File: src/logic/ovr_pkg.sv
// package for the overrange detector and sample-marking block
// holds register map, field positions, reset values, carrier types and shared math
// assumes one sampling clock; every user writes ovr_pkg::name, nothing is imported
package ovr_pkg;

	// ------------------------------------------------------------------
	// widths and counts
	// ------------------------------------------------------------------
	localparam int unsigned SMP_W = 12;
	localparam int unsigned DDC_W = 16;
	localparam int unsigned LVL_W = 8;
	localparam int unsigned SEL_W = 3;
	localparam int unsigned PIN_CNT_W = 11;
	localparam int unsigned EMB_CNT_W = 8;
	localparam logic [PIN_CNT_W-1:0] PIN_HOLD_BASE = 11'h008; // device cycles at setting 0
	localparam logic [EMB_CNT_W-1:0] EMB_WIN_BASE = 8'h01; // samples at setting 0

	// ------------------------------------------------------------------
	// register offsets (byte addresses, one word each)
	// ------------------------------------------------------------------
	localparam logic [7:0] OFS_CTRL = 8'h00;
	localparam logic [7:0] OFS_HI_LVL = 8'h04;
	localparam logic [7:0] OFS_LO_LVL = 8'h08;
	localparam logic [7:0] OFS_STATUS = 8'h0C;
	localparam logic [7:0] OFS_MASK = 8'h10;
	localparam logic [7:0] OFS_LIVE = 8'h14;

	// ------------------------------------------------------------------
	// field positions and reset values
	// ------------------------------------------------------------------
	localparam int unsigned CTRL_MARK_EN_BIT = 0;
	localparam int unsigned CTRL_DECIM_BIT = 1;
	localparam int unsigned CTRL_CS_ONE_BIT = 2;
	localparam int unsigned CTRL_BYTE_FMT_BIT = 3;
	localparam int unsigned CTRL_PERIOD_LSB = 4;
	localparam int unsigned STS_A_HI = 0;
	localparam int unsigned STS_A_LO = 1;
	localparam int unsigned STS_B_HI = 2;
	localparam int unsigned STS_B_LO = 3;
	localparam logic [LVL_W-1:0] HI_LVL_RST = 8'hE4;
	localparam logic [LVL_W-1:0] LO_LVL_RST = 8'h40;
	localparam logic [3:0] MASK_RST = 4'h0;

	// ------------------------------------------------------------------
	// carrier types
	// ------------------------------------------------------------------
	typedef struct packed {
		logic [SEL_W-1:0] period_sel;
		logic byte_fmt;
		logic cs_one;
		logic decim;
		logic mark_en;
	} ctrl_t;

	typedef struct packed {
		logic hi;
		logic lo;
	} flag_pair_t;

	typedef struct packed {
		logic [DDC_W-1:0] i;
		logic [DDC_W-1:0] q;
	} cplx_t;

	typedef enum logic [0:0] {PH_IDLE = 1'b0, PH_DATA = 1'b1} bus_phase_t;

	localparam ctrl_t CTRL_RST = '{period_sel: 3'h0, byte_fmt: 1'b0, cs_one: 1'b0,
		decim: 1'b0, mark_en: 1'b0};

	// saturating magnitude, upper eight of its eleven bits
	function automatic logic [LVL_W-1:0] mag_top8(input logic [SMP_W-1:0] s);
		logic [SMP_W-1:0] neg;
		logic [SMP_W-2:0] mag;
		neg = ~s + 12'h001;
		if (!s[SMP_W-1]) begin
			mag = s[SMP_W-2:0];
		end else if (s == 12'h800) begin
			mag = 11'h7FF; // most negative code would wrap to zero
		end else begin
			mag = neg[SMP_W-2:0];
		end
		return mag[SMP_W-2:3];
	endfunction : mag_top8

endpackage : ovr_pkg

File: src/logic/ovr_chan.sv
// one channel of overrange detection: compare, stretch for the pins, window for embedding
// assumes one sample per clock while valid_i is high, thresholds stable from registers
module ovr_chan (
	// clock and reset
	input wire logic clk_sys_i,
	input wire logic rstn_i,
	input wire logic clk_en_i,
	// sample stream
	input wire logic [11:0] sample_i,
	input wire logic valid_i,
	// settings
	input wire logic [7:0] high_limit_level_i,
	input wire logic [7:0] low_limit_level_i,
	input wire logic [2:0] flag_hold_period_sel_i,
	// results
	output ovr_pkg::flag_pair_t hit_o,
	output ovr_pkg::flag_pair_t pin_o,
	output ovr_pkg::flag_pair_t emb_o
);

	// ------------------------------------------------------------------
	// state
	// ------------------------------------------------------------------
	typedef struct packed {
		logic [10:0] pin_hi;
		logic [10:0] pin_lo;
		logic [7:0] emb_hi;
		logic [7:0] emb_lo;
		ovr_pkg::flag_pair_t hit;
	} chan_state_t;

	chan_state_t st_ff;
	chan_state_t nxt_st;
	logic [7:0] mag;
	ovr_pkg::flag_pair_t hit_now;
	logic [10:0] pin_load;
	logic [7:0] emb_load;

	// reload on a hit, otherwise count down to zero when allowed
	function automatic logic [10:0] hold_next(input logic [10:0] cnt, input logic hit,
		input logic [10:0] load, input logic dec);
		if (hit) begin
			return load;
		end else if (dec && cnt != 11'h000) begin
			return cnt - 11'h001;
		end
		return cnt;
	endfunction : hold_next

	// ------------------------------------------------------------------
	// compare and count
	// ------------------------------------------------------------------
	// both thresholds are shared by every channel instance
	always_comb begin
		mag = ovr_pkg::mag_top8(sample_i);
		hit_now.hi = valid_i && (mag >= high_limit_level_i);
		hit_now.lo = valid_i && (mag >= low_limit_level_i);
		pin_load = ovr_pkg::PIN_HOLD_BASE << flag_hold_period_sel_i;
		emb_load = ovr_pkg::EMB_WIN_BASE << flag_hold_period_sel_i;
		nxt_st = st_ff;
		nxt_st.hit = hit_now;
		// pin hold counts device cycles, embedded window counts samples
		nxt_st.pin_hi = hold_next(st_ff.pin_hi, hit_now.hi, pin_load, 1'b1);
		nxt_st.pin_lo = hold_next(st_ff.pin_lo, hit_now.lo, pin_load, 1'b1);
		nxt_st.emb_hi = 8'(hold_next({3'h0, st_ff.emb_hi}, hit_now.hi, {3'h0, emb_load},
			valid_i));
		nxt_st.emb_lo = 8'(hold_next({3'h0, st_ff.emb_lo}, hit_now.lo, {3'h0, emb_load},
			valid_i));
	end

	// clock enable low freezes every counter
	always_ff @(posedge clk_sys_i or negedge rstn_i) begin
		if (!rstn_i) begin
			st_ff <= '0;
		end else if (clk_en_i) begin
			st_ff <= nxt_st;
		end
	end

	assign hit_o = st_ff.hit;
	assign pin_o = '{hi: st_ff.pin_hi != 11'h000, lo: st_ff.pin_lo != 11'h000};
	assign emb_o = '{hi: st_ff.emb_hi != 8'h00, lo: st_ff.emb_lo != 8'h00};

	// ------------------------------------------------------------------
	// checks
	// ------------------------------------------------------------------
	a_pin_set_hit: assert property (@(posedge clk_sys_i) disable iff (!rstn_i)
		clk_en_i && hit_now.hi |=> pin_o.hi && hit_o.hi)
		else $error("high flag not raised after a hit");

	a_pin_min_hold: assert property (@(posedge clk_sys_i)
		disable iff (!rstn_i || !clk_en_i)
		$rose(pin_o.lo) |-> pin_o.lo[*8])
		else $error("low flag shorter than eight cycles");

	a_pin_exact_end: assert property (@(posedge clk_sys_i) disable iff (!rstn_i)
		$fell(pin_o.hi) |-> $past(st_ff.pin_hi) == 11'h001 && !$past(hit_now.hi))
		else $error("high flag dropped before its hold ran out");

	a_emb_window: assert property (@(posedge clk_sys_i) disable iff (!rstn_i)
		clk_en_i && hit_now.lo |=> emb_o.lo && st_ff.emb_lo == $past(emb_load))
		else $error("embedded window not reloaded on a hit");

endmodule : ovr_chan

File: src/logic/ovr_mark_top.sv
// overrange flagging and sample marking for a two-channel 12-bit converter
// assumes samples and trigger arrive in step with clk_sys_i; registers over AHB-Lite
//
// Notes on behaviour
// - magnitude of each 12-bit sample, top 8 bits compared to two thresholds.
// - magnitude saturates, most negative code gives 2047 and 255 compared.
// - both channels share one pair of threshold settings.
// - flag is 1 when compared bits reach threshold in the period, else 0.
// - two flag pins per channel, high and low threshold, for A and B.
// - pin flag holds 8 times 2^setting device cycles after last event.
// - decimated I LSB carries high flag, Q LSB carries low flag.
// - embedded flags only in decimating formats with control-bit count one.
// - embedded flag high on a hit within 2^setting samples.
// - marking acts only while its enable is set.
// - marked 12-bit sample is upper 11 bits plus trigger, same latency.
// - in 8-bit formats trigger replaces the LSB of the 8-bit sample.
// - trigger must be synchronous to clk_sys_i; it is taken alongside the sample.
// - marking is off whenever a decimating format is selected.
//
// The placing of the registers and register access over AHB-Lite were decided locally.
module ovr_mark_top (
	// clock, reset, enable
	input wire logic clk_sys_i,
	input wire logic rstn_i,
	input wire logic clk_en_i,
	// AHB-Lite slave
	input wire logic hsel_i,
	input wire logic [31:0] haddr_i,
	input wire logic [1:0] htrans_i,
	input wire logic hwrite_i,
	input wire logic [2:0] hsize_i,
	input wire logic [31:0] hwdata_i,
	input wire logic hready_i,
	output logic hreadyout_o,
	output logic hresp_o,
	output logic [31:0] hrdata_o,
	// converter samples and trigger
	input wire logic [11:0] chan_a_sample_i,
	input wire logic [11:0] chan_b_sample_i,
	input wire logic sample_valid_i,
	input wire logic sample_mark_trigger_in_i,
	// decimated complex samples
	input ovr_pkg::cplx_t ddc_a_i,
	input ovr_pkg::cplx_t ddc_b_i,
	input wire logic ddc_valid_i,
	// output samples
	output logic [11:0] chan_a_data_o,
	output logic [11:0] chan_b_data_o,
	output logic data_valid_o,
	output ovr_pkg::cplx_t ddc_a_o,
	output ovr_pkg::cplx_t ddc_b_o,
	output logic ddc_valid_o,
	// flag pins and interrupt
	output logic chan_a_high_flag_out_o,
	output logic chan_a_low_flag_out_o,
	output logic chan_b_high_flag_out_o,
	output logic chan_b_low_flag_out_o,
	output logic irq_o
);

	// ------------------------------------------------------------------
	// state and helpers
	// ------------------------------------------------------------------
	typedef struct packed {
		ovr_pkg::ctrl_t ctrl;
		logic [7:0] hi_lvl;
		logic [7:0] lo_lvl;
		logic [3:0] status;
		logic [3:0] mask;
		ovr_pkg::bus_phase_t ph;
		logic dph_write;
		logic [7:0] dph_addr;
		logic [31:0] rdata;
		logic [11:0] out_a;
		logic [11:0] out_b;
		logic out_valid;
		ovr_pkg::cplx_t dd_a;
		ovr_pkg::cplx_t dd_b;
		logic dd_valid;
		logic irq;
	} top_state_t;

	top_state_t st_ff;
	top_state_t nxt_st;
	ovr_pkg::flag_pair_t hit_a;
	ovr_pkg::flag_pair_t hit_b;
	ovr_pkg::flag_pair_t pin_a;
	ovr_pkg::flag_pair_t pin_b;
	ovr_pkg::flag_pair_t emb_a;
	ovr_pkg::flag_pair_t emb_b;
	logic [3:0] events;
	logic [3:0] w1c;
	logic addr_take;
	logic wr_go;

	// shape one converter sample for the link
	function automatic logic [11:0] fmt_sample(input logic [11:0] s, input logic trig,
		input ovr_pkg::ctrl_t c);
		logic mark;
		mark = c.mark_en && !c.decim;
		if (c.byte_fmt) begin
			return mark ? {s[11:5], trig, 4'h0} : {s[11:4], 4'h0};
		end
		return mark ? {s[11:1], trig} : s;
	endfunction : fmt_sample

	// fold the window flags into the low bits of I and Q
	function automatic ovr_pkg::cplx_t embed(input ovr_pkg::cplx_t d,
		input ovr_pkg::flag_pair_t f, input ovr_pkg::ctrl_t c);
		ovr_pkg::cplx_t r;
		r = d;
		if (c.decim && c.cs_one) begin
			r.i = {d.i[15:1], f.hi};
			r.q = {d.q[15:1], f.lo};
		end
		return r;
	endfunction : embed

	// register read map, unmapped offsets read zero
	function automatic logic [31:0] reg_read(input logic [7:0] a, input top_state_t s,
		input logic [7:0] live);
		case (a)
			ovr_pkg::OFS_CTRL: reg_read = {25'h0, s.ctrl};
			ovr_pkg::OFS_HI_LVL: reg_read = {24'h0, s.hi_lvl};
			ovr_pkg::OFS_LO_LVL: reg_read = {24'h0, s.lo_lvl};
			ovr_pkg::OFS_STATUS: reg_read = {28'h0, s.status};
			ovr_pkg::OFS_MASK: reg_read = {28'h0, s.mask};
			ovr_pkg::OFS_LIVE: reg_read = {24'h0, live};
			default: reg_read = 32'h0000_0000;
		endcase
	endfunction : reg_read

	// ------------------------------------------------------------------
	// per-channel detectors, one shared threshold pair
	// ------------------------------------------------------------------
	ovr_chan u_chan_a (
		.clk_sys_i(clk_sys_i),
		.rstn_i(rstn_i),
		.clk_en_i(clk_en_i),
		.sample_i(chan_a_sample_i),
		.valid_i(sample_valid_i),
		.high_limit_level_i(st_ff.hi_lvl),
		.low_limit_level_i(st_ff.lo_lvl),
		.flag_hold_period_sel_i(st_ff.ctrl.period_sel),
		.hit_o(hit_a),
		.pin_o(pin_a),
		.emb_o(emb_a)
	);

	ovr_chan u_chan_b (
		.clk_sys_i(clk_sys_i),
		.rstn_i(rstn_i),
		.clk_en_i(clk_en_i),
		.sample_i(chan_b_sample_i),
		.valid_i(sample_valid_i),
		.high_limit_level_i(st_ff.hi_lvl),
		.low_limit_level_i(st_ff.lo_lvl),
		.flag_hold_period_sel_i(st_ff.ctrl.period_sel),
		.hit_o(hit_b),
		.pin_o(pin_b),
		.emb_o(emb_b)
	);

	// ------------------------------------------------------------------
	// next state
	// ------------------------------------------------------------------
	// zero-wait slave: read data is fetched at the address phase, so a read
	// that directly follows a write to the same word would see the old value
	always_comb begin
		addr_take = hsel_i && htrans_i[1] && hready_i;
		wr_go = (st_ff.ph == ovr_pkg::PH_DATA) && st_ff.dph_write;
		events = '0;
		events[ovr_pkg::STS_A_HI] = hit_a.hi;
		events[ovr_pkg::STS_A_LO] = hit_a.lo;
		events[ovr_pkg::STS_B_HI] = hit_b.hi;
		events[ovr_pkg::STS_B_LO] = hit_b.lo;
		w1c = '0;
		nxt_st = st_ff;
		// register writes in the data phase
		if (wr_go) begin
			case (st_ff.dph_addr)
				ovr_pkg::OFS_CTRL: nxt_st.ctrl = ovr_pkg::ctrl_t'(hwdata_i[6:0]);
				ovr_pkg::OFS_HI_LVL: nxt_st.hi_lvl = hwdata_i[7:0];
				ovr_pkg::OFS_LO_LVL: nxt_st.lo_lvl = hwdata_i[7:0];
				ovr_pkg::OFS_STATUS: w1c = hwdata_i[3:0];
				ovr_pkg::OFS_MASK: nxt_st.mask = hwdata_i[3:0];
				default: nxt_st.ctrl = st_ff.ctrl; // unmapped writes are dropped
			endcase
		end
		// set wins over a clear in the same cycle
		nxt_st.status = (st_ff.status & ~w1c) | events;
		nxt_st.irq = |(nxt_st.status & nxt_st.mask);
		// bus phase tracking
		if (addr_take) begin
			nxt_st.ph = ovr_pkg::PH_DATA;
			nxt_st.dph_write = hwrite_i;
			nxt_st.dph_addr = haddr_i[7:0];
			nxt_st.rdata = reg_read(haddr_i[7:0], st_ff,
				{emb_b, emb_a, pin_b, pin_a});
		end else begin
			nxt_st.ph = ovr_pkg::PH_IDLE;
			nxt_st.dph_write = 1'b0;
		end
		// sample and trigger share one register stage, so latency matches
		nxt_st.out_valid = sample_valid_i;
		if (sample_valid_i) begin
			nxt_st.out_a = fmt_sample(chan_a_sample_i, sample_mark_trigger_in_i,
				st_ff.ctrl);
			nxt_st.out_b = fmt_sample(chan_b_sample_i, sample_mark_trigger_in_i,
				st_ff.ctrl);
		end
		nxt_st.dd_valid = ddc_valid_i;
		if (ddc_valid_i) begin
			nxt_st.dd_a = embed(ddc_a_i, emb_a, st_ff.ctrl);
			nxt_st.dd_b = embed(ddc_b_i, emb_b, st_ff.ctrl);
		end
	end

	// one register stage for all state, frozen while the enable is low
	always_ff @(posedge clk_sys_i or negedge rstn_i) begin
		if (!rstn_i) begin
			st_ff <= '0;
			st_ff.ctrl <= ovr_pkg::CTRL_RST;
			st_ff.hi_lvl <= ovr_pkg::HI_LVL_RST;
			st_ff.lo_lvl <= ovr_pkg::LO_LVL_RST;
			st_ff.mask <= ovr_pkg::MASK_RST;
		end else if (clk_en_i) begin
			st_ff <= nxt_st;
		end
	end

	// ------------------------------------------------------------------
	// outputs
	// ------------------------------------------------------------------
	// hready follows the enable so a frozen block stalls the master
	assign hreadyout_o = clk_en_i;
	assign hresp_o = 1'b0;
	assign hrdata_o = st_ff.rdata;
	assign chan_a_data_o = st_ff.out_a;
	assign chan_b_data_o = st_ff.out_b;
	assign data_valid_o = st_ff.out_valid;
	assign ddc_a_o = st_ff.dd_a;
	assign ddc_b_o = st_ff.dd_b;
	assign ddc_valid_o = st_ff.dd_valid;
	// receiver ORs A and B per threshold in single-channel mode
	assign chan_a_high_flag_out_o = pin_a.hi;
	assign chan_a_low_flag_out_o = pin_a.lo;
	assign chan_b_high_flag_out_o = pin_b.hi;
	assign chan_b_low_flag_out_o = pin_b.lo;
	assign irq_o = st_ff.irq;

	// ------------------------------------------------------------------
	// checks
	// ------------------------------------------------------------------
	a_mark_lsb_trig: assert property (@(posedge clk_sys_i) disable iff (!rstn_i)
		clk_en_i && sample_valid_i && st_ff.ctrl.mark_en && !st_ff.ctrl.decim
		&& !st_ff.ctrl.byte_fmt && $stable(st_ff.ctrl)
		|=> chan_a_data_o == {$past(chan_a_sample_i[11:1]), $past(sample_mark_trigger_in_i)})
		else $error("marked sample does not carry trigger in its LSB");

	a_byte_mark_lsb: assert property (@(posedge clk_sys_i) disable iff (!rstn_i)
		clk_en_i && sample_valid_i && st_ff.ctrl.mark_en && !st_ff.ctrl.decim
		&& st_ff.ctrl.byte_fmt
		|=> chan_b_data_o[4] == $past(sample_mark_trigger_in_i))
		else $error("8-bit sample LSB is not the trigger");

	a_no_mark_off: assert property (@(posedge clk_sys_i) disable iff (!rstn_i)
		clk_en_i && sample_valid_i && (!st_ff.ctrl.mark_en || st_ff.ctrl.decim)
		&& !st_ff.ctrl.byte_fmt |=> chan_a_data_o == $past(chan_a_sample_i))
		else $error("unmarked sample lost converter data");

	a_embed_i_lsb: assert property (@(posedge clk_sys_i) disable iff (!rstn_i)
		clk_en_i && ddc_valid_i && st_ff.ctrl.decim && st_ff.ctrl.cs_one
		|=> ddc_a_o.i[0] == $past(emb_a.hi) && ddc_b_o.q[0] == $past(emb_b.lo))
		else $error("embedded flag missing from complex sample");

	a_embed_off_raw: assert property (@(posedge clk_sys_i) disable iff (!rstn_i)
		clk_en_i && ddc_valid_i && !(st_ff.ctrl.decim && st_ff.ctrl.cs_one)
		|=> ddc_a_o == $past(ddc_a_i))
		else $error("flag embedded outside its format");

	a_status_sticky: assert property (@(posedge clk_sys_i) disable iff (!rstn_i)
		clk_en_i && st_ff.status[0] && !(wr_go && st_ff.dph_addr == ovr_pkg::OFS_STATUS)
		|=> st_ff.status[0])
		else $error("status bit cleared without a write");

	a_irq_follows: assert property (@(posedge clk_sys_i) disable iff (!rstn_i)
		clk_en_i && |(events & st_ff.mask) && !(wr_go && st_ff.dph_addr == ovr_pkg::OFS_MASK)
		|=> irq_o)
		else $error("unmasked event did not raise the interrupt");

	a_shared_level: assert property (@(posedge clk_sys_i) disable iff (!rstn_i)
		clk_en_i && wr_go && st_ff.dph_addr == ovr_pkg::OFS_LO_LVL
		|=> st_ff.lo_lvl == $past(hwdata_i[7:0]) && $stable(st_ff.hi_lvl))
		else $error("threshold write not independent");

endmodule : ovr_mark_top

File: config.mk
export PLATFORM = sky130hd
export DESIGN_NAME = ovr_mark_top
export DESIGN_NICKNAME = d
export VERILOG_FILES = /design/src/logic/ovr_pkg.sv /design/src/logic/ovr_chan.sv /design/src/logic/ovr_mark_top.sv
export SDC_FILE = /design/constraint.sdc
export NUM_CORES = 1
export LEC_CHECK = 0
export BUFFER_PORTS_ARGS = -buffer_cell sky130_fd_sc_hd__buf_2
export CORE_UTILIZATION = 45
export CTS_BUF_LIST = sky130_fd_sc_hd__clkbuf_16
export DETAILED_ROUTE_END_ITERATION = 8
export PLACE_DENSITY = 0.71
export SLEW_MARGIN = 20
export SYNTH_ARGS = -nofsm -noshare
export SYNTH_HDL_FRONTEND = slang
export SYNTH_HIERARCHICAL = 1
export SYNTH_SLANG_ARGS = --single-unit
export TNS_END_PERCENT = 30
File: constraint.sdc
create_clock -name clk_sys_i -period 2.3 [get_ports clk_sys_i]
set_input_delay 0.345 -clock clk_sys_i [delete_from_list [all_inputs] [get_ports clk_sys_i]]
set_output_delay 0.345 -clock clk_sys_i [all_outputs]
set_load 0.005 [all_outputs]
==> results.cfg, run 1 <==
[pwr]
power_density_nw_per_um2 = 832
switchingPower_mw = 4.58
comb_power_share_pct = 31.3
pwr-share-clk_pct = 30.1
p_int_mw = 9.29
p_sw_share_pct = 33.0
p_leak_nw = 7.68
pwr-share-seq_pct = 38.6
ir_drop_mv = 0.643

[finish]
final_nets = 1785
layout_common_cells = 215 x dfrtp_1, 213 x buf_2, 139 x buf_4
area_growth_pct = 27.6
post-route-util_pct = 58.2
final_common_cell = dfrtp_1
drive_gt1_share_pct = 43.2

[clock_tree]
clk_pin_slew_ns = 0.06
ctsHtreeMaxLevel = 1
clock_sinks = 220
cts_made_buffers = 25
cts_tree = built
cts_root_buffer = clkbuf_16
cts_buffer_depth = 3
clock_latency_ns = 0.54

[floorplanning]
chipHeight_um = 172
pin_count = 295
start_util_pct = 45.6
num_rows = 62
core_area_um2 = 28600
die_x_um = 172
die_area_um2 = 29700

[route]
drc_errors = 0
wl_per_cell_um = 18.4
vias = 11000
vias_per_cell = 5.54
drt-total-wl_mm = 36.4
firstDrtPassIters = 5
final_antenna_net_count = 0
first_iter_violations = 821

[critical_path]
critPathKind = in -> reg
crit_path_end = u_chan_b/st_ff[5]
regToRegStartpoint = st_ff[155]
r2r_slack_ns = -0.12
reg2reg_depth = 8
startpoint = chan_b_sample_i[3]
critPathRequiredTime_ns = 2.73
endpoint_kind = flop
path_max_fanout = 5
r2r-end = u_chan_b/st_ff[10]
worstPathArrival_ns = 3.93
crit_path_start_kind = primary input

[timing]
rsz0062_at_grt = true
slew_headroom_pct = 44.7
hold_violations = 0
layout_min_cycle_time_ns = 3.50
clock.fmax_mhz = 286
drv_slew = 0
min_period_over_period_pct = 152
worst_slack_ns = -1.20
fin_skew_ns = 0.0307
setup_viol = 84
tightest_slew_ns = 0.830

[synth]
yosysSeqAreaShare_pct = 42.2
avgSynthCellArea_um2 = 9.96
synth_warnings = 6
synth-xor-area-share_pct = 0.805
yosys.area_share.adder_pct = 4.21
synth_mux_area_share_pct = 12.4
synth-simple-area-share_pct = 14.9
synth_compound_area_share_pct = 14.2
synth_top_family_by_area = simple AND/OR/NAND/NOR gates
syn_inst = 1311
synth_edf_count = 0
synth_area_leaders = dfrtp_1 41%, mux2_2 9.3%, buf_4 7.3%, ha_1 4.2%, o21ai_0 3.8%
yosysTopAreaCellShare_pct = 41.2
synth.distinct_cells = 80
synth_largest_area_cell = dfrtp_1
postSynth.asyncResetShare_pct = 100
synth_area_um2 = 13100
ys_ff_latch = 220
ys.flop_type = dfrtp_1

[run_status]
violations = negative setup slack
outcome = complete, but fails checks

[global_routing]
track_usage_pct = 23.7
gr-total-overflow = 0
grt_pass1_wl_mm = 55.3
grt_antenna_before_repair = 2
grt_max_degree = 75
grt_pass1_vias = 10700

[placement]
pre_cts_slack_ns = -1.71
io_buffers = 217
dp_hpwl_mm = 26.0
place_congestion = 0.891

[flow_run]
drv_cap = 0

[worst_hold_path]
hold_path.class = in -> reg
hp-start = ddc_a_i[22]
## state kept, by name, summed over array words and instances, names as in the netlist, 8 cells and up
| signal | flops |
|---|---|
| u_chan_a/st_ff | 38 |
| hrdata_o | 8 |
| chan_b_data_o | 12 |
| ddc_b_o | 32 |
| u_chan_b/st_ff | 38 |
| ddc_a_o | 32 |
| st_ff | 41 |
| chan_a_data_o | 12 |
## worst min-delay path by stage
stage / endpoint / cells after the start
floorplan: chan_a_data_o[0] / 0
global placement: u_chan_a/st_ff[19] / 1
detailed placement: u_chan_a/st_ff[20] / 1
CTS: ddc_b_o[1] / 2
global route: ddc_b_o[31] / 2
finish: ddc_a_o[22] / 2
## cells in the mapped netlist (25+ instances only)
| library cell | instances |
|---|---|
| a21oi_1 | 43 |
| buf_4 | 127 |
| clkbuf_1 | 35 |
| dfrtp_1 | 215 |
| ha_1 | 44 |
| inv_1 | 78 |
| mux2_2 | 108 |
| mux2i_1 | 28 |
| nand2_1 | 100 |
| nand2b_1 | 25 |
| nand3_1 | 35 |
| nor2_1 | 58 |
| nor3_1 | 30 |
| o21ai_0 | 100 |
## power by group through the flow
stage | sequential [mW] | clock [mW] | combinational (mW)
2_1_floorplan | 5.23 | 0 | 2.73
3_3_place_gp | 5.33 | 0 | 3.82
3_5_place_dp | 5.37 | 0 | 3.96
4_1_cts | 5.32 | 4.24 | 4.21
5_1_grt | 5.45 | 4.39 | 4.81
6_report | 5.35 | 4.17 | 4.35
## metrics by stage
| stage | instance area [µm²] | TNS, ns | hold slack [ns] | std cells | power (mW) |
|---|---|---|---|---|---|
| floorplan | 13400 | -101.03 | 0.0494 | 1335 | 7.96 |
| global placement | 15000 | -122.34 | 0.385 | 1913 | 9.14 |
| detailed placement | 15000 | -126.57 | 0.388 | 1913 | 9.32 |
| CTS | 16400 | -80.38 | 0.0324 | 1973 | 13.8 |
| global route | 16700 | -91.16 | 0.0380 | 1980 | 14.7 |
| finish | 16700 | -84.20 | 0.0415 | 1980 | 13.9 |
## logic make-up after synthesis
family	count (synthesis)
flops	220
buf+inv	257
xor+xnor	12
mux	144
fa+ha+maj	44
other cells	1
compound gates	276
simple gates	357
## metal layers
| metal | share of wire (%) | wire, µm | global-route usage [%] | vias to the layer above |
|---|---|---|---|---|
| met2 | 49 | 17700 | 41.3 | 448 |
| li1 | - | - | - | 5097 |
| met1 | 40 | 14600 | 29.0 | 5346 |
| met5 | 0 | 0 | 0 | - |
| met4 | 3.9 | 1420 | 8.96 | 0 |
| met3 | 7.4 | 2700 | 4.26 | 84 |
## layout make-up
type	instances	area (µm²)
clock inverter	21	234
inverter	78	293
multi-input combinational	858	6820
fill	2357	12000
clock buffer	25	626
timing repair buffer	392	2690
tap	384	480
sequential	220	5510
antenna	2	5.00
## worst max-delay path, cell delays in order
cell      delay (ns)
buf_6           0.09
or4_4           0.53
or3_4           0.35
or4_4           0.46
buf_4           0.16
o211ai_2        0.13
o21a_2          0.20
ha_1            0.30
a21oi_1         0.24
nand2_1         0.20
buf_4           0.21
o311ai_4        0.36
buf_6           0.17
a21oi_1         0.04
o22ai_1         0.15
## timing repair
item                       CTS  global route
setup endpoints to repair   90            90
hold buffers                 1             0
hold endpoints to repair    66             0
pin swaps                   48            11
setup buffers               11             5
gates cloned                 2             0
gates resized for setup    123            48
Note: power is estimated with default switching activity, not from simulation.
==> run 2: changes to the inputs <==
RECOVER_POWER = 100   (was unset)
==> run 2 against run 1 <==
The run ends with max-capacitance violations, max-slew violations, negative setup slack left. Non-clock buffer count stayed put. Routed wire length up 0.33%. Combinational power barely moved.
==> results.cfg, run 2 (synthesis results as in run 1) <==
[run_status]
outcome = complete, but fails checks
violations = max-capacitance violations, max-slew violations, negative setup slack

[finish]
final_common_cell = dfrtp_1
layout_common_cells = 215 x dfrtp_1, 213 x buf_2, 138 x buf_4
regMostFlops = st_ff
largest_reg_flops = 41
fin_cells = 1980
area_growth_pct = 27.5
reg_top3 = st_ff x41, u_chan_a/st_ff x38, u_chan_b/st_ff x38
finalInstanceArea_um2 = 16700
final_nets = 1785
multi_input_area_um2 = 6820
seq_area_um2 = 5510
fillers = 2357
drive_gt1_share_pct = 43.2

[route]
first_iter_violations = 738
drt-total-wl_mm = 36.6
final_antenna_net_count = 0
wl_per_cell_um = 18.5
vias_per_cell = 5.54
firstDrtPassIters = 5
vias = 11000
drc_errors = 0

[timing]
rsz0062_at_grt = true
tightest_slew_ns = 1.54
fin_skew_ns = 0.0299
min_period_over_period_pct = 152
drv_slew = 36
setup_viol = 84
hold_violations = 0
clock.fmax_mhz = 286
worst_slack_ns = -1.19
slew_headroom_pct = -2.89
holdWs_ns = 0.0405
layout_min_cycle_time_ns = 3.49

[pwr]
pwr-share-seq_pct = 38.6
comb_power_share_pct = 31.3
ir_drop_mv = 0.642
p_sw_share_pct = 33.0
pwr-share-clk_pct = 30.1
switchingPower_mw = 4.58
power_density_nw_per_um2 = 833
p_leak_nw = 7.67
p_int_mw = 9.29

[placement]
dpl-instance-area_um2 = 15000
dp_hpwl_mm = 26.0
dpl.cell_count = 1913
place_congestion = 0.891
io_buffers = 217

[critical_path]
critPathKind = in -> reg
crit_path_start_kind = primary input
endpoint_kind = flop
r2r-end = u_chan_b/st_ff[32]
r2r_slack_ns = -0.13
path_max_fanout = 5
reg2reg_depth = 8
path_cells = buf_6, or4_4, or3_4, or4_4, buf_4, o211ai_2, o21a_2, ha_1, a21oi_1, nand2_1, buf_4, o311ai_4, buf_6, a21oi_1, o22ai_1
slowest_stage = or4_4
critPathRequiredTime_ns = 2.73
crit_path_max_incr_delay_ns = 0.53
worstPathArrival_ns = 3.92
crit_buf_inv = 4
path_delay_family = simple AND/OR/NAND/NOR gates
regToRegStartpoint = st_ff[155]

[clock_tree]
cts_root_buffer = clkbuf_16
cts_made_buffers = 25
cts_tree = built
ctsHtreeMaxLevel = 1
clock_latency_ns = 0.54
cts_buffer_depth = 3
clk_pin_slew_ns = 0.06
clock_sinks = 220

[global_routing]
track_usage_pct = 23.7
grt_pass1_vias = 10700
grt_pass1_wl_mm = 55.3
grt_antenna_before_repair = 2
gr-total-overflow = 0
grt_max_degree = 75

[floorplanning]
chipHeight_um = 172
core_area_um2 = 28600
pin_count = 295
die_area_um2 = 29700
die_x_um = 172
start_util_pct = 45.6
num_rows = 62

[flow_run]
drv_cap = 1

[worst_hold_path]
hp-start = ddc_a_i[22]
whs_endpoint = ddc_a_o[22]
hold_path.class = in -> reg
worstHoldPathCells = 2
## run 2: cell types whose count changed in the layout (fill, tap and decap cells not counted)
cell | previous run | this run
clkbuf_4 | 0 | 1
buf_4 | 139 | 138
clkbuf_1 | 0 | 1
buf_8 | 2 | 1
## run 2: worst reg2reg max path, cell delays in order (launching register included)
cell	delay, ns
dfstp_2	0.59
inv_1	0.07
ha_1	0.29
and4_1	0.23
and2_4	0.18
a32o_2	0.28
nand2_2	0.10
or4_1	0.47
o211ai_1	0.12
## run 2: area by class of cell
class | instances | share of cell area [%]
diodes | 2 | 0.0301
multi-input cells | 858 | 41.0
clock buffers | 25 | 3.76
inverters | 78 | 1.76
repair buffers | 392 | 16.1
clock inverters | 21 | 1.41
well taps | 384 | 2.89
flip-flops and latches | 220 | 33.1
## run 2: worst max path at each step
stage	slack, ns	cells after the start	to	startpoint
after floorplan	-1.39	14	u_chan_a/st_ff[24]	chan_a_sample_i[3]
after global placement	-1.64	15	u_chan_a/st_ff[30]	chan_a_sample_i[3]
after detailed placement	-1.71	13	u_chan_a/st_ff[37]	chan_a_sample_i[3]
after CTS	-1.12	12	u_chan_a/st_ff[14]	chan_a_sample_i[3]
after global routing	-1.26	15	u_chan_b/st_ff[6]	chan_b_sample_i[3]
final	-1.19	15	u_chan_b/st_ff[5]	chan_b_sample_i[3]
## run 2: layer usage
layer	vias to the layer above	track usage, %	part of all wire (%)
li1	5098	-	-
met1	5362	29.0	41
met2	422	41.3	48
met3	91	4.26	6.9
met4	0	8.96	4.0
met5	-	0	0
## run 2: power groups by stage
| stage | Sequential (mW) | Combinational (mW) | Clock (mW) |
|---|---|---|---|
| floorplan | 5.23 | 2.73 | 0 |
| global placement | 5.33 | 3.82 | 0 |
| detailed placement | 5.37 | 3.96 | 0 |
| CTS | 5.32 | 4.21 | 4.24 |
| global route | 5.45 | 4.81 | 4.39 |
| finish | 5.35 | 4.35 | 4.17 |
## run 2: timing repair
action / in CTS / in global routing
pin swaps: 48 / 11
buffers inserted: 11 / 5
gates cloned: 2 / 0
setup endpoints to repair: 90 / 90
hold buffers: 1 / 0
endpoints found under the hold margin: 66 / 0
resized for setup: 123 / 48
## run 2: metrics by stage
stage	setup TNS [ns]	setup slack (ns)	utilization (%)	power, mW
2_1_floorplan	-101.03	-1.39	-	7.96
6_report	-84.72	-1.19	58.2	13.9
3_3_place_gp	-122.34	-1.64	52.4	9.14
3_5_place_dp	-126.57	-1.71	52.4	9.32
4_1_cts	-80.38	-1.12	57.4	13.8
5_1_grt	-91.16	-1.26	58.2	14.7
